===== src/can_status_consts.vh =====
// Register offsets, field positions, reset values and timing counts of the CAN status block.
`ifndef CAN_STATUS_CONSTS_VH
`define CAN_STATUS_CONSTS_VH
`define GIT_ADDR            8'h9B
`define GSTA_ADDR           8'hAA
`define GIT_RESET           8'h00
`define GSTA_RESET          8'h00
`define GIT_COMBINED_INTERRUPT_FLAG_BIT       7
`define GIT_TIMER_OVERRUN_FLAG_BIT      5
`define GIT_BUFFER_OVERRUN_FLAG_BIT      4
`define GIT_STUFF_BIT       3
`define GIT_CRC_BIT         2
`define GIT_FORM_BIT        1
`define GIT_ACK_BIT         0
`define GIT_CLEAR_MASK      8'h3F
`define GSTA_OVERLOAD_SENDING_FLAG_BIT       6
`define GSTA_TRANSMITTER_BUSY_FLAG_BIT       4
`define GSTA_RECEIVER_BUSY_FLAG_BIT       3
`define GSTA_ENABLED_STATE_FLAG_BIT       2
`define GSTA_BUS_OFF_FLAG_BIT       1
`define GSTA_ERROR_PASSIVE_FLAG_BIT       0
`define ENABLE_DELAY_CLKS   2
`define TIMER_MAX           16'hFFFF
`define ERR_PASSIVE_LIMIT   9'h080
`define BUS_OFF_LIMIT       9'h100
`endif


===== src/can_enable_delay.v =====
// Delay line that turns the enable command into the true enabled state.
`timescale 1ns/10ps
`include "can_status_consts.vh"
module can_enable_delay #(
    parameter DELAY = `ENABLE_DELAY_CLKS
) (
    input  wire clk_sys_in,
    input  wire srst_in,
    input  wire enable_cmd_in,
    input  wire idle_in,
    output reg  enabled_out
);
    reg [DELAY-1:0] pipe_q;

    // Enabling passes a DELAY-stage pipe; disabling waits until traffic ends.
    always @(posedge clk_sys_in) begin
        if (srst_in) begin
            pipe_q      <= {DELAY{1'b0}};
            enabled_out <= 1'b0;
        end else begin
            pipe_q <= {pipe_q[DELAY-2:0], enable_cmd_in};
            if (pipe_q[DELAY-1] && enable_cmd_in) begin
                enabled_out <= 1'b1;
            end else if (!enable_cmd_in && idle_in) begin
                enabled_out <= 1'b0;
            end
        end
    end
endmodule // can_enable_delay


===== src/can_timer_wrap.v =====
// Free running 16-bit CAN timer with a rollover pulse.
`timescale 1ns/10ps
`include "can_status_consts.vh"
module can_timer_wrap (
    input  wire        clk_sys_in,
    input  wire        srst_in,
    input  wire        tick_in,
    output reg  [15:0] timer_out,
    output wire        wrap_out
);
    // The wrap pulse marks the step from the maximum value back to zero.
    assign wrap_out = tick_in && (timer_out == `TIMER_MAX);

    // The timer advances once per tick.
    always @(posedge clk_sys_in) begin
        if (srst_in) begin
            timer_out <= 16'h0000;
        end else if (tick_in) begin
            timer_out <= timer_out + 16'h0001;
        end
    end
endmodule // can_timer_wrap


===== src/can_general_status_and_error_flags.v =====
// General status and general interrupt flag registers of the CAN controller.
`timescale 1ns/10ps
`include "can_status_consts.vh"
// Functional notes
// Overload flag high while sending own overload
// Transmit busy while driving any frame, ack
// Transmit busy in interframe when frame pending
// Receive busy while acquiring or monitoring frame
// Separate read-only true enabled state flag
// Status register ignores all software writes
// Software keeps reserved bits zero, ignores reads
// Combined flag ORs all controller interrupt requests
// Timer wrap sets overrun, interrupts if enabled
// Software clears overrun to drop request
// Buffer full sets sticky overrun until cleared
// Form violations set sticky form error flag
// Enabled state lags command by two clocks; the code sets it on the third clock
// Stuff, CRC, ack errors set sticky flags
// Bus-off, error-passive follow error counter thresholds; the code takes bus-off from bus_off_state_in, not from a counter threshold
module can_general_status_and_error_flags (
    input  wire        clk_sys_in,
    input  wire        srst_in,
    input  wire        soft_reset_in,
    input  wire        controller_enable_command_in,
    input  wire        sfr_wr_in,
    input  wire        sfr_rd_in,
    input  wire [7:0]  sfr_addr_in,
    input  wire [7:0]  sfr_wdata_in,
    output reg  [7:0]  sfr_rdata_out,
    input  wire        tx_frame_active_in,
    input  wire        tx_ack_active_in,
    input  wire        tx_overload_active_in,
    input  wire        interframe_in,
    input  wire        tx_pending_in,
    input  wire        rx_frame_active_in,
    input  wire        bus_idle_in,
    input  wire        timer_tick_in,
    input  wire        rx_buffer_full_in,
    input  wire        stuff_error_in,
    input  wire        crc_error_in,
    input  wire        form_error_in,
    input  wire        ack_error_in,
    input  wire [7:0]  tx_error_count_in,
    input  wire [7:0]  rx_error_count_in,
    input  wire        bus_off_state_in,
    input  wire        timer_interrupt_enable_in,
    input  wire        general_error_enable_in,
    input  wire        buffer_enable_in,
    input  wire        other_irq_in,
    output wire [15:0] can_timer_out,
    output wire        can_irq_out
);
    wire       rst;
    wire       enabled;
    wire       timer_wrap;
    wire       git_wr;
    wire [7:0] clr;
    wire       err_irq;
    wire       buf_irq;
    wire       tim_irq;
    wire       err_passive;
    wire [7:0] gsta;
    wire [7:0] git;
    reg        overload_sending_flag_q;
    reg        transmitter_busy_flag_q;
    reg        receiver_busy_flag_q;
    reg        bus_off_flag_q;
    reg        error_passive_flag_q;
    reg        buf_full_q;
    reg  [5:0] flags_q;
    reg  [5:0] flags_d;

    // Software reset is ORed with the hardware reset.
    assign rst = srst_in | soft_reset_in;

    can_enable_delay #(
        .DELAY       (`ENABLE_DELAY_CLKS)
    ) u_enable (
        .clk_sys_in    (clk_sys_in),
        .srst_in       (rst),
        .enable_cmd_in (controller_enable_command_in),
        .idle_in       (bus_idle_in),
        .enabled_out   (enabled)
    );

    can_timer_wrap u_timer (
        .clk_sys_in (clk_sys_in),
        .srst_in    (rst),
        .tick_in    (timer_tick_in),
        .timer_out  (can_timer_out),
        .wrap_out   (timer_wrap)
    );

    // Fault confinement error-passive threshold on the error counters.
    assign err_passive = ({1'b0, tx_error_count_in} >= `ERR_PASSIVE_LIMIT) ||
                         ({1'b0, rx_error_count_in} >= `ERR_PASSIVE_LIMIT);

    // Status bits are registered images of the protocol engine activity.
    always @(posedge clk_sys_in) begin
        if (rst) begin
            overload_sending_flag_q     <= 1'b0;
            transmitter_busy_flag_q     <= 1'b0;
            receiver_busy_flag_q     <= 1'b0;
            bus_off_flag_q     <= 1'b0;
            error_passive_flag_q     <= 1'b0;
            buf_full_q <= 1'b0;
        end else begin
            overload_sending_flag_q     <= tx_overload_active_in;
            transmitter_busy_flag_q     <= tx_frame_active_in | tx_ack_active_in | tx_overload_active_in |
                          (interframe_in & tx_pending_in);
            receiver_busy_flag_q     <= rx_frame_active_in;
            bus_off_flag_q     <= bus_off_state_in;
            error_passive_flag_q     <= err_passive & ~bus_off_state_in;
            buf_full_q <= rx_buffer_full_in;
        end
    end

    // Status image; bit 7 and bit 5 read as zero.
    assign gsta = {1'b0, overload_sending_flag_q, 1'b0, transmitter_busy_flag_q, receiver_busy_flag_q, enabled, bus_off_flag_q, error_passive_flag_q};

    // A write of one to one of flag bits 5 to 0 clears it; the status register has no write path.
    assign git_wr = sfr_wr_in && (sfr_addr_in == `GIT_ADDR);
    assign clr    = git_wr ? (sfr_wdata_in & `GIT_CLEAR_MASK) : 8'h00;

    // Sticky flags: a new event in the clearing cycle wins over the clear.
    always @* begin
        flags_d = flags_q & ~clr[5:0];
        if (timer_wrap) begin
            flags_d[`GIT_TIMER_OVERRUN_FLAG_BIT] = 1'b1;
        end
        if (rx_buffer_full_in && !buf_full_q) begin
            flags_d[`GIT_BUFFER_OVERRUN_FLAG_BIT] = 1'b1;
        end
        if (stuff_error_in) begin
            flags_d[`GIT_STUFF_BIT] = 1'b1;
        end
        if (crc_error_in) begin
            flags_d[`GIT_CRC_BIT] = 1'b1;
        end
        if (form_error_in) begin
            flags_d[`GIT_FORM_BIT] = 1'b1;
        end
        if (ack_error_in) begin
            flags_d[`GIT_ACK_BIT] = 1'b1;
        end
    end

    // Flag register.
    always @(posedge clk_sys_in) begin
        if (rst) begin
            flags_q <= 6'h00;
        end else begin
            flags_q <= flags_d;
        end
    end

    // Interrupt requests from each source, and their combination.
    assign err_irq     = general_error_enable_in & (|flags_q[3:0]);
    assign buf_irq     = buffer_enable_in & flags_q[`GIT_BUFFER_OVERRUN_FLAG_BIT];
    assign tim_irq     = timer_interrupt_enable_in & flags_q[`GIT_TIMER_OVERRUN_FLAG_BIT];
    assign can_irq_out = err_irq | buf_irq | tim_irq | other_irq_in;
    assign git         = {can_irq_out, 1'b0, flags_q};

    // Registered read data; unmapped addresses read as zero.
    always @(posedge clk_sys_in) begin
        if (rst) begin
            sfr_rdata_out <= 8'h00;
        end else if (sfr_rd_in) begin
            case (sfr_addr_in)
                `GIT_ADDR:  sfr_rdata_out <= git;
                `GSTA_ADDR: sfr_rdata_out <= gsta;
                default:    sfr_rdata_out <= 8'h00;
            endcase
        end
    end
endmodule // can_general_status_and_error_flags


===== config.mk =====
export PLATFORM = sky130hd
export DESIGN_NAME = can_general_status_and_error_flags
export DESIGN_NICKNAME = d
export VERILOG_FILES = /design/src/can_enable_delay.v /design/src/can_timer_wrap.v /design/src/can_general_status_and_error_flags.v
export VERILOG_INCLUDE_DIRS = /design/src /design/src/src
export SDC_FILE = /design/constraint.sdc
export NUM_CORES = 1
export LEC_CHECK = 0
export BUFFER_PORTS_ARGS = -buffer_cell sky130_fd_sc_hd__buf_2
export CORE_MARGIN = 5
export CORE_UTILIZATION = 46
export CTS_CLUSTER_DIAMETER = 120
export DETAILED_ROUTE_END_ITERATION = 6
export PLACE_DENSITY_LB_ADDON = 0.2
export SYNTH_ARGS = -nofsm -noshare
export SYNTH_HDL_FRONTEND = slang
export SYNTH_SLANG_ARGS = --single-unit

===== constraint.sdc =====
create_clock -name clk_sys_in -period 1.71 [get_ports clk_sys_in]
set_input_delay 0.342 -clock clk_sys_in [delete_from_list [all_inputs] [get_ports clk_sys_in]]
set_output_delay 0.342 -clock clk_sys_in [all_outputs]
set_load 0.02 [all_outputs]

==> run metrics, run 1 <==
largest net degree at the start of global routing 17; gate count of the mapped netlist 180; largest cells by area after synthesis dfxtp_1 (45%), nor4_4 (6.1%), nor2_1 (4.3%), and2_1 (3.9%), nand2_1 (3.9%); critical path, cell by cell o41ai_2 -> nand2_1 -> buf_2; clk_lat worst skew 0.29 ns; Worst Setup Path Type register to output pin; Tcrit/Tclk final 93.7%; Yosys top cell by area dfxtp_1; top cells by count, synth dfxtp_1 (39), nor2_1 (20), nand2_1 (18); status finished clean; multi-input logic area 916 um^2; Startpoint Class register; core area 3690 um^2; clock sink count 39; Tot Pwr 1.66 mW; synth unique cells 43; FF/Latch Area 781 um^2; number of max-cap violations 0; Arr. time, crit path 1.26 ns; DRC Markers 0; Main synth FF type dfxtp_1; worst r2r src u_timer.timer_out[2]$_SDFFE_PP0P_; htree depth 2; final hold vios 0; global-route wire length before repair 6300 um; TNS Setup 0 ns; Worst VDD drop 0.000507 V; Worst Path Required 1.37 ns; hpwl dp 2960 um; DIE WIDTH 71.7 um; worst slew pin tran 0.408 ns; Net count, final 309; CTS clk-pin slew, worst paths 0.07 ns; number of synthesized flops with an enable pin 0; CTS tree yes; Final Skew 0.00309 ns; Vias 1528; Pwr Density 742 nW/um^2; fin crit period 1.60 ns; Routability Congestion 0.751; height of the die 71.7 um; maximum net fanout on the critical path 3; Final Setup Violations 0; initial drt markers 64; Post-Syn Nets 237; P&R area growth vs syn 27.7%; Hold Path Origin bus_off_state_in; Slew headroom 72.1%; Starting Density 47.5%; setup repair bufs after CTS 0; Yosys top cell area share 44.6%; R2R setup slack 0.21 ns; detailed-router iteration count before antenna repair 4; fillers 342; post-CTS sizing 0; Slew Viols, Final 0; Hold WC Path Type primary input to register; Avg WL per Cell 12.8 um; Synth Area per Inst 9.73 um^2; Root Buffer clkbuf_8; antenna cells 0; Post-DRT Antenna Nets 0; worst setup path start flags_q[1]$_SDFF_PP0_; async set-reset flop share out of synthesis 0%; Critical path destination can_irq_out; RSZ-0062 raised after global routing no; GRT Util Overall 15.2%; critical path capture point type output pin; CP Depth 3; register area share after synthesis 44.6%; Max clock buf depth 2; Std-Cell Rows 22; yosys warns 0; CTS Buf Count 5; die area 5140 um^2; Post-Syn Area 1750 um^2; Vias per Instance 5.08; WL final 3860 um; Hold-fix buffers, CTS 0; post-synthesis register bit count 39; most numerous cell in the Yosys netlist dfxtp_1; crit-path max cell delay 0.35 ns; Ports 81; Max Freq 624 MHz; family with the most delay on the worst path compound AO/OA/AOI/OAI gates; CP Buf/Inv Count 1; reg-to-reg endpoint u_timer.timer_out[11]$_SDFFE_PP0P_; share of cells above drive strength 1 37.5%; final global-route overflow total 0; initial antenna violation count 0; IO Port Bufs 64; leakage 1.04 nW; vias in the first global route 1436; slowest CP cell o41ai_2; worst r2r path cells 5
## worst min path at each step
stage / slack (ns) / end / cells past startpoint
floorplan: 0.41 / u_enable.pipe_q[1]$_SDFF_PP0_ / 1
global placement: 0.41 / u_enable.pipe_q[1]$_SDFF_PP0_ / 1
detailed placement: 0.42 / u_enable.pipe_q[1]$_SDFF_PP0_ / 1
CTS: 0.23 / error_passive_flag_q$_SDFF_PP0_ / 2
global route: 0.24 / error_passive_flag_q$_SDFF_PP0_ / 2
finish: 0.25 / error_passive_flag_q$_SDFF_PP0_ / 2
## cells in the final DEF (no fill, tap or decap), types with 2 or more instances in the layout
cell type / Yosys / layout
nor4_1: 2 / 2
o21ai_0: 8 / 8
clkbuf_8: 0 / 5
buf_4: 1 / 8
inv_1: 4 / 4
a21oi_1: 9 / 9
and4_1: 2 / 2
nand4_1: 4 / 4
nor2_2: 2 / 2
nand3_1: 4 / 4
nand4_4: 2 / 2
a221o_1: 5 / 5
nand2b_1: 3 / 3
xnor2_1: 7 / 7
buf_2: 2 / 64
and2_1: 11 / 11
nor4_4: 5 / 5
xor2_1: 4 / 4
nand2_1: 18 / 18
dfxtp_1: 39 / 39
nor2_1: 20 / 20
nor3_1: 4 / 4
## where the power goes
part           internal, mW  switching (mW)  total (mW)
Clock                 0.285           0.315       0.600
Sequential            0.923         0.00826       0.931
Combinational        0.0631          0.0664       0.130
## cell type report
class | count | area share [%]
clock buffers | 6 | 3.24
inverters | 4 | 0.671
clock inverters | 2 | 0.559
well taps | 48 | 2.68
flip-flops and latches | 39 | 34.9
repair buffers | 72 | 17.0
multi-input cells | 130 | 40.9
## flip-flops by register name, summed over array words and instances (netlist names)
signal,count
receiver_busy_flag_q,1
buf_full_q,1
u_enable.pipe_q,2
sfr_rdata_out,8
u_enable.enabled_out,1
flags_q,6
u_timer.timer_out,16
transmitter_busy_flag_q,1
bus_off_flag_q,1
overload_sending_flag_q,1
error_passive_flag_q,1
## through the flow
stage          util [%]  area [um^2]  hold WS, ns  setup WS [ns]  instances
3_3_place_gp       58.1         2140        0.410          0.133        293
2_1_floorplan         -         1750        0.406         0.0743        180
4_1_cts            60.4         2230        0.232         0.0474        301
5_1_grt            60.7         2240        0.237         0.0305        301
3_5_place_dp       58.1         2140        0.418          0.111        293
6_report           60.7         2240        0.246          0.108        301
## metal layers
layer | track usage [%] | up-vias | part of all wire [%]
li1 | - | 784 | -
met1 | 19.8 | 695 | 46
met2 | 24.1 | 45 | 46
met3 | 4.49 | 4 | 7.2
met4 | 5.22 | 0 | 1.1
met5 | 0 | - | 0
## logic make-up (layout without fill, tap and decap cells)
| kind of cell | count (synthesis) | in the layout | synth area share, % |
|---|---|---|---|
| multiplexers | 1 | 1 | 0.571 |
| XOR/XNOR | 11 | 11 | 5.50 |
| AND/OR/NAND/NOR | 87 | 87 | 33.4 |
| adder cells (fa/ha/maj) | 1 | 1 | 0.714 |
| buffers and inverters | 11 | 84 | 3.57 |
| flip-flops | 39 | 39 | 44.6 |
| AO/OA/AOI/OAI | 30 | 30 | 11.6 |
Note: power is estimated with default switching activity, not from simulation.
==> run 2, diff against run 1 <==
--- a/config.mk
+++ b/config.mk
@@ -7,11 +7,12 @@
 export NUM_CORES = 1
 export LEC_CHECK = 0
 export BUFFER_PORTS_ARGS = -buffer_cell sky130_fd_sc_hd__buf_2
-export CORE_MARGIN = 5
+export CORE_MARGIN = 8
 export CORE_UTILIZATION = 46
 export CTS_CLUSTER_DIAMETER = 120
 export DETAILED_ROUTE_END_ITERATION = 6
-export PLACE_DENSITY_LB_ADDON = 0.2
+export PLACE_DENSITY_LB_ADDON = 0.08
+export RECOVER_POWER = 25
 export SYNTH_ARGS = -nofsm -noshare
 export SYNTH_HDL_FRONTEND = slang
 export SYNTH_SLANG_ARGS = --single-unit
==> run 2 against run 1 <==
Clock power up 31%; via count down 0.59%; non-clock buffer count up 1; first-iteration DRC count down 6.3%; die area up 17%; critical path type unchanged.
==> run metrics, run 2 (synthesis gave the netlist of run 1 again) <==
htree depth 2; crit-path max cell delay 0.39 ns; Vias per Instance 5.03; Design Area, Final 2250 um^2; critical path, cell by cell o41ai_1 -> nand2_1 -> buf_2; Final Skew 0.00206 ns; most common cell after layout, fill and taps aside buf_2; CTS tree yes; Vias 1519; reg-to-reg endpoint u_timer.timer_out[6]$_SDFFE_PP0P_; Reg with most FFs u_timer.timer_out; clk_lat worst skew 0.29 ns; Hold Path Origin bus_off_state_in; post-CTS sizing 0; WL final 4140 um; Worst Setup Path Type register to output pin; CTS clk-pin slew, worst paths 0.07 ns; share of cells above drive strength 1 36.6%; DRC Markers 0; Slew headroom 30.6%; core area 3660 um^2; Util after Layout 61.6%; most frequent cells in the layout buf_2 (64), dfxtp_1 (39), nor2_1 (21), nand2_1 (18), a21oi_1 (9); leakage 1.05 nW; final hold vios 0; height of the die 77.7 um; Hold WC Path Type primary input to register; Hold-fix buffers, CTS 0; worst hold path depth 2; Final Setup Violations 0; worst slew pin tran 1.04 ns; top flop regs u_timer.timer_out (16), sfr_rdata_out (8), flags_q (6); DIE WIDTH 77.7 um; initial antenna violation count 0; Ports 81; Slew Viols, Final 0; largest net degree at the start of global routing 23; Max Freq 612 MHz; vias in the first global route 1547; DP Cell Count 294; worst r2r src u_timer.timer_out[0]$_SDFFE_PP0P_; clock share of power 42.6%; family with the most delay on the worst path compound AO/OA/AOI/OAI gates; Worst Path Required 1.37 ns; hold slack 0.237 ns; Worst Hold End error_passive_flag_q$_SDFF_PP0_; Starting Density 47.8%; fillers 353; Net count, final 310; Max clock buf depth 2; Startpoint Class register; final global-route overflow total 0; Routability Congestion 0.735; clock sink count 39; critical path capture point type output pin; initial drt markers 60; Root Buffer clkbuf_8; Avg WL per Cell 13.7 um; Post-DRT Antenna Nets 0; fin crit period 1.63 ns; R2R setup slack 0.16 ns; Worst VDD drop 0.000748 V; Reg power frac 50.6%; number of max-cap violations 0; CTS Buf Count 5; Std-Cell Rows 22; hpwl dp 3250 um; Sw Pwr 0.385 mW; antenna cells 0; die area 6040 um^2; Arr. time, crit path 1.29 ns; pre-CTS setup slack 0.130 ns; setup repair bufs after CTS 0; IO Port Bufs 64; non-filler cells, final 302; max FFs per register 16; Pwr Density 816 nW/um^2; maximum net fanout on the critical path 3; GRT Util Overall 13.6%; P&R area growth vs syn 28.7%; CP Buf/Inv Count 1; slowest CP cell o41ai_1; Placed Area 2150 um^2; detailed-router iteration count before antenna repair 4; status finished clean; RSZ-0062 raised after global routing no; Tot Pwr 1.84 mW; Tcrit/Tclk final 95.6%; Pint 1.46 mW; TNS Setup 0 ns; worst r2r path cells 5; switching part of the total 20.9%; combinational power share 6.9%; global-route wire length before repair 6820 um; post-route worst setup slack 0.0759 ns
run 2: cell count changes in the layout (fill, tap and decap cells not counted), sizes merged:
| cell | before | now |
|---|---|---|
| bufinv | 0 | 1 |
| clkbuf | 6 | 8 |
| buf | 72 | 71 |
| clkinvlp | 1 | 0 |
run 2: layout make-up:
class                      count  area (um^2)  area share, %
clock buffer                   6         82.6           3.66
clock inverter                 2         35.0           1.55
inverter                       4         15.0          0.666
multi-input combinational    130          901           40.0
sequential                    39          781           34.6
tap                           48         60.1           2.66
timing repair buffer          73          380           16.9
run 2: power by group through the flow:
stage                     logic (mW)  clock network [mW]  registers, mW
after floorplan               0.0566                   0          0.953
after global placement         0.130                   0          0.952
after detailed placement       0.131                   0          0.952
after CTS                      0.133               0.798          0.931
after global routing           0.141               0.840          0.932
final                          0.126               0.783          0.931
run 2: per-layer routing:
layer,vias up,track usage (%),routed length [um]
met5,-,0,0
met4,0,6.23,61
met3,8,5.07,280
met2,37,22.6,2020
met1,697,15.0,1780
li1,777,-,-
run 2: worst reg2reg max path, delay by kind of cell, from the launching register on:
family	cells	cell delay, ns
xor gates and xnor gates	1	0.14
adders and majority gates	1	0.23
buffers and inverters	1	0.15
DFF	1	0.34
and+or+nand+nor	2	0.54
run 2: worst max path at each step:
stage / start / end / slack (ns) / cells after the start
floorplan: u_timer.timer_out[0]$_SDFFE_PP0P_ / u_timer.timer_out[6]$_SDFFE_PP0P_ / 0.07 / 5
global placement: sfr_addr_in[2] / flags_q[4]$_SDFF_PP0_ / 0.15 / 6
detailed placement: sfr_addr_in[2] / flags_q[4]$_SDFF_PP0_ / 0.13 / 6
CTS: flags_q[1]$_SDFF_PP0_ / can_irq_out / 0.06 / 3
global route: flags_q[1]$_SDFF_PP0_ / can_irq_out / 0.01 / 3
finish: flags_q[1]$_SDFF_PP0_ / can_irq_out / 0.08 / 3
==> run 3, diff against run 2 <==
--- a/config.mk
+++ b/config.mk
@@ -8,7 +8,8 @@
 export LEC_CHECK = 0
 export BUFFER_PORTS_ARGS = -buffer_cell sky130_fd_sc_hd__buf_2
 export CORE_MARGIN = 8
-export CORE_UTILIZATION = 46
+export CORE_UTILIZATION = 48
+export CTS_BUF_LIST = sky130_fd_sc_hd__clkbuf_2 sky130_fd_sc_hd__clkbuf_4 sky130_fd_sc_hd__clkbuf_8
 export CTS_CLUSTER_DIAMETER = 120
 export DETAILED_ROUTE_END_ITERATION = 6
 export PLACE_DENSITY_LB_ADDON = 0.08
==> run 3 against run 2 <==
Total power shrank 17%; critical endpoint unchanged; sequential power barely moved; non-clock buffer count fell by 2; via count down 0.13%; flip-flop and latch count stayed put.
==> run metrics, run 3 (synthesis gave the netlist of run 1 again) <==
Vias 1517; initial antenna violation count 0; hold slack 0.152 ns; Worst Path Required 1.37 ns; non-filler cells, final 300; initial drt markers 43; top flop regs u_timer.timer_out (16), sfr_rdata_out (8), flags_q (6); GRT Util Overall 14.0%; Post-DRT Antenna Nets 0; Slew headroom 30.7%; Net count, final 308; Std-Cell Rows 22; die area 5840 um^2; IO Port Bufs 64; detailed-router iteration count before antenna repair 4; most common cell after layout, fill and taps aside buf_2; Startpoint Class register; share of cells above drive strength 1 36.5%; WL final 3990 um; antenna cells 0; Arr. time, crit path 1.31 ns; Tcrit/Tclk final 96.5%; RSZ-0062 raised after global routing yes; Final Skew 0.00884 ns; worst slew pin tran 1.04 ns; max FFs per register 16; Placed Area 2130 um^2; Max clock buf depth 2; vias in the first global route 1528; slowest CP cell dfxtp_2; Hold WC Path Type primary input to register; Max Freq 606 MHz; Routability Congestion 0.775; global-route wire length before repair 6890 um; Worst VDD drop 0.000586 V; maximum net fanout on the critical path 3; fillers 341; DIE WIDTH 76.4 um; final hold vios 0; CTS tree yes; CTS Buf Count 5; status finished clean; Worst Setup Path Type register to output pin; Final Setup Violations 0; Avg WL per Cell 13.3 um; DRC Markers 0; htree depth 2; Hold-fix buffers, CTS 0; most frequent cells in the layout buf_2 (63), dfxtp_1 (38), nor2_1 (21), nand2_1 (18), a21oi_1 (9); Pwr Density 697 nW/um^2; Vias per Instance 5.06; hpwl dp 3070 um; Ports 81; Reg with most FFs u_timer.timer_out; final global-route overflow total 0; number of max-cap violations 0; TNS Setup 0 ns; crit-path max cell delay 0.35 ns; leakage 1.01 nW; largest net degree at the start of global routing 23; Slew Viols, Final 0; CTS clk-pin slew, worst paths 0.12 ns; Starting Density 49.0%; clock sink count 39; Design Area, Final 2190 um^2; core area 3580 um^2; clk_lat worst skew 0.35 ns; fin crit period 1.65 ns; Root Buffer clkbuf_4; height of the die 76.4 um; critical path capture point type output pin; P&R area growth vs syn 25.1%; DP Cell Count 291; critical path, cell by cell o41ai_2 -> nand2_1 -> buf_6
==> run 3: changes by cell type in the layout (fill, tap and decap cells not counted), sizes merged <==
cell      before  now
clkinvlp       0    2
buf           71   68
bufinv         1    0
==> run 3: stage by stage <==
stage / worst slack (ns) / utilization [%] / total power [mW]
3_5_place_dp: 0.0910 / 59.5 / 1.08
2_1_floorplan: 0.0743 / - / 1.01
4_1_cts: 0.0296 / 61.3 / 1.55
6_report: 0.0590 / 61.2 / 1.53
3_3_place_gp: 0.130 / 59.5 / 1.08
5_1_grt: -0.0569 / 61.2 / 1.61
==> run 3: final cells by class <==
cell class                 instances  area (um^2)  area share, %
sequential                        39          782           35.7
inverter                           4         15.0          0.685
clock buffer                       5         37.5           1.71
multi-input combinational        130          908           41.5
timing repair buffer              71          368           16.8
clock inverter                     3         20.0          0.914
tap                               48         60.1           2.74
==> run 3: per-layer routing <==
layer / up-vias / routed length, um / global-route usage [%]
li1: 781 / - / -
met1: 694 / 1680 / 15.0
met2: 36 / 1940 / 23.5
met3: 6 / 325 / 5.78
met4: 0 / 44 / 5.96
met5: - / 0 / 0
==> run 3: critical path, delay by kind of cell, from the launching register on <==
| family | cells | cell delay, ns |
|---|---|---|
| buffers and inverters | 1 | 0.15 |
| AND/OR/NAND/NOR | 1 | 0.12 |
| flip-flops | 1 | 0.35 |
| AO/OA/AOI/OAI | 1 | 0.34 |
==> run 3: worst paths after layout <==
check / from / endpoint / slack (ns) / cells past startpoint
worst max-delay path: flags_q[3]$_SDFF_PP0_ / can_irq_out / 0.06 / 3
worst min-delay path: bus_off_state_in / error_passive_flag_q$_SDFF_PP0_ / 0.15 / 2
worst max register to register: u_timer.timer_out[0]$_SDFFE_PP0P_ / u_timer.timer_out[6]$_SDFFE_PP0P_ / 0.15 / 5
worst min register to register: u_enable.pipe_q[1]$_SDFF_PP0_ / u_enable.enabled_out$_SDFFE_PP0P_ / 0.45 / 2
==> run 3: timing repair <==
item                                    in CTS  in global routing
endpoints found under the hold margin        0                  0
pin swaps                                    0                  1
endpoints found under the setup margin       1                  1
gates resized for setup                      1                  3
buffers inserted                             0                  1
==> run 3: power by group <==
part	total (mW)	internal [mW]	switching, mW
registers	0.932	0.923	0.00841
clock network	0.466	0.157	0.309
logic	0.129	0.0625	0.0661
total	1.53	1.14	0.384
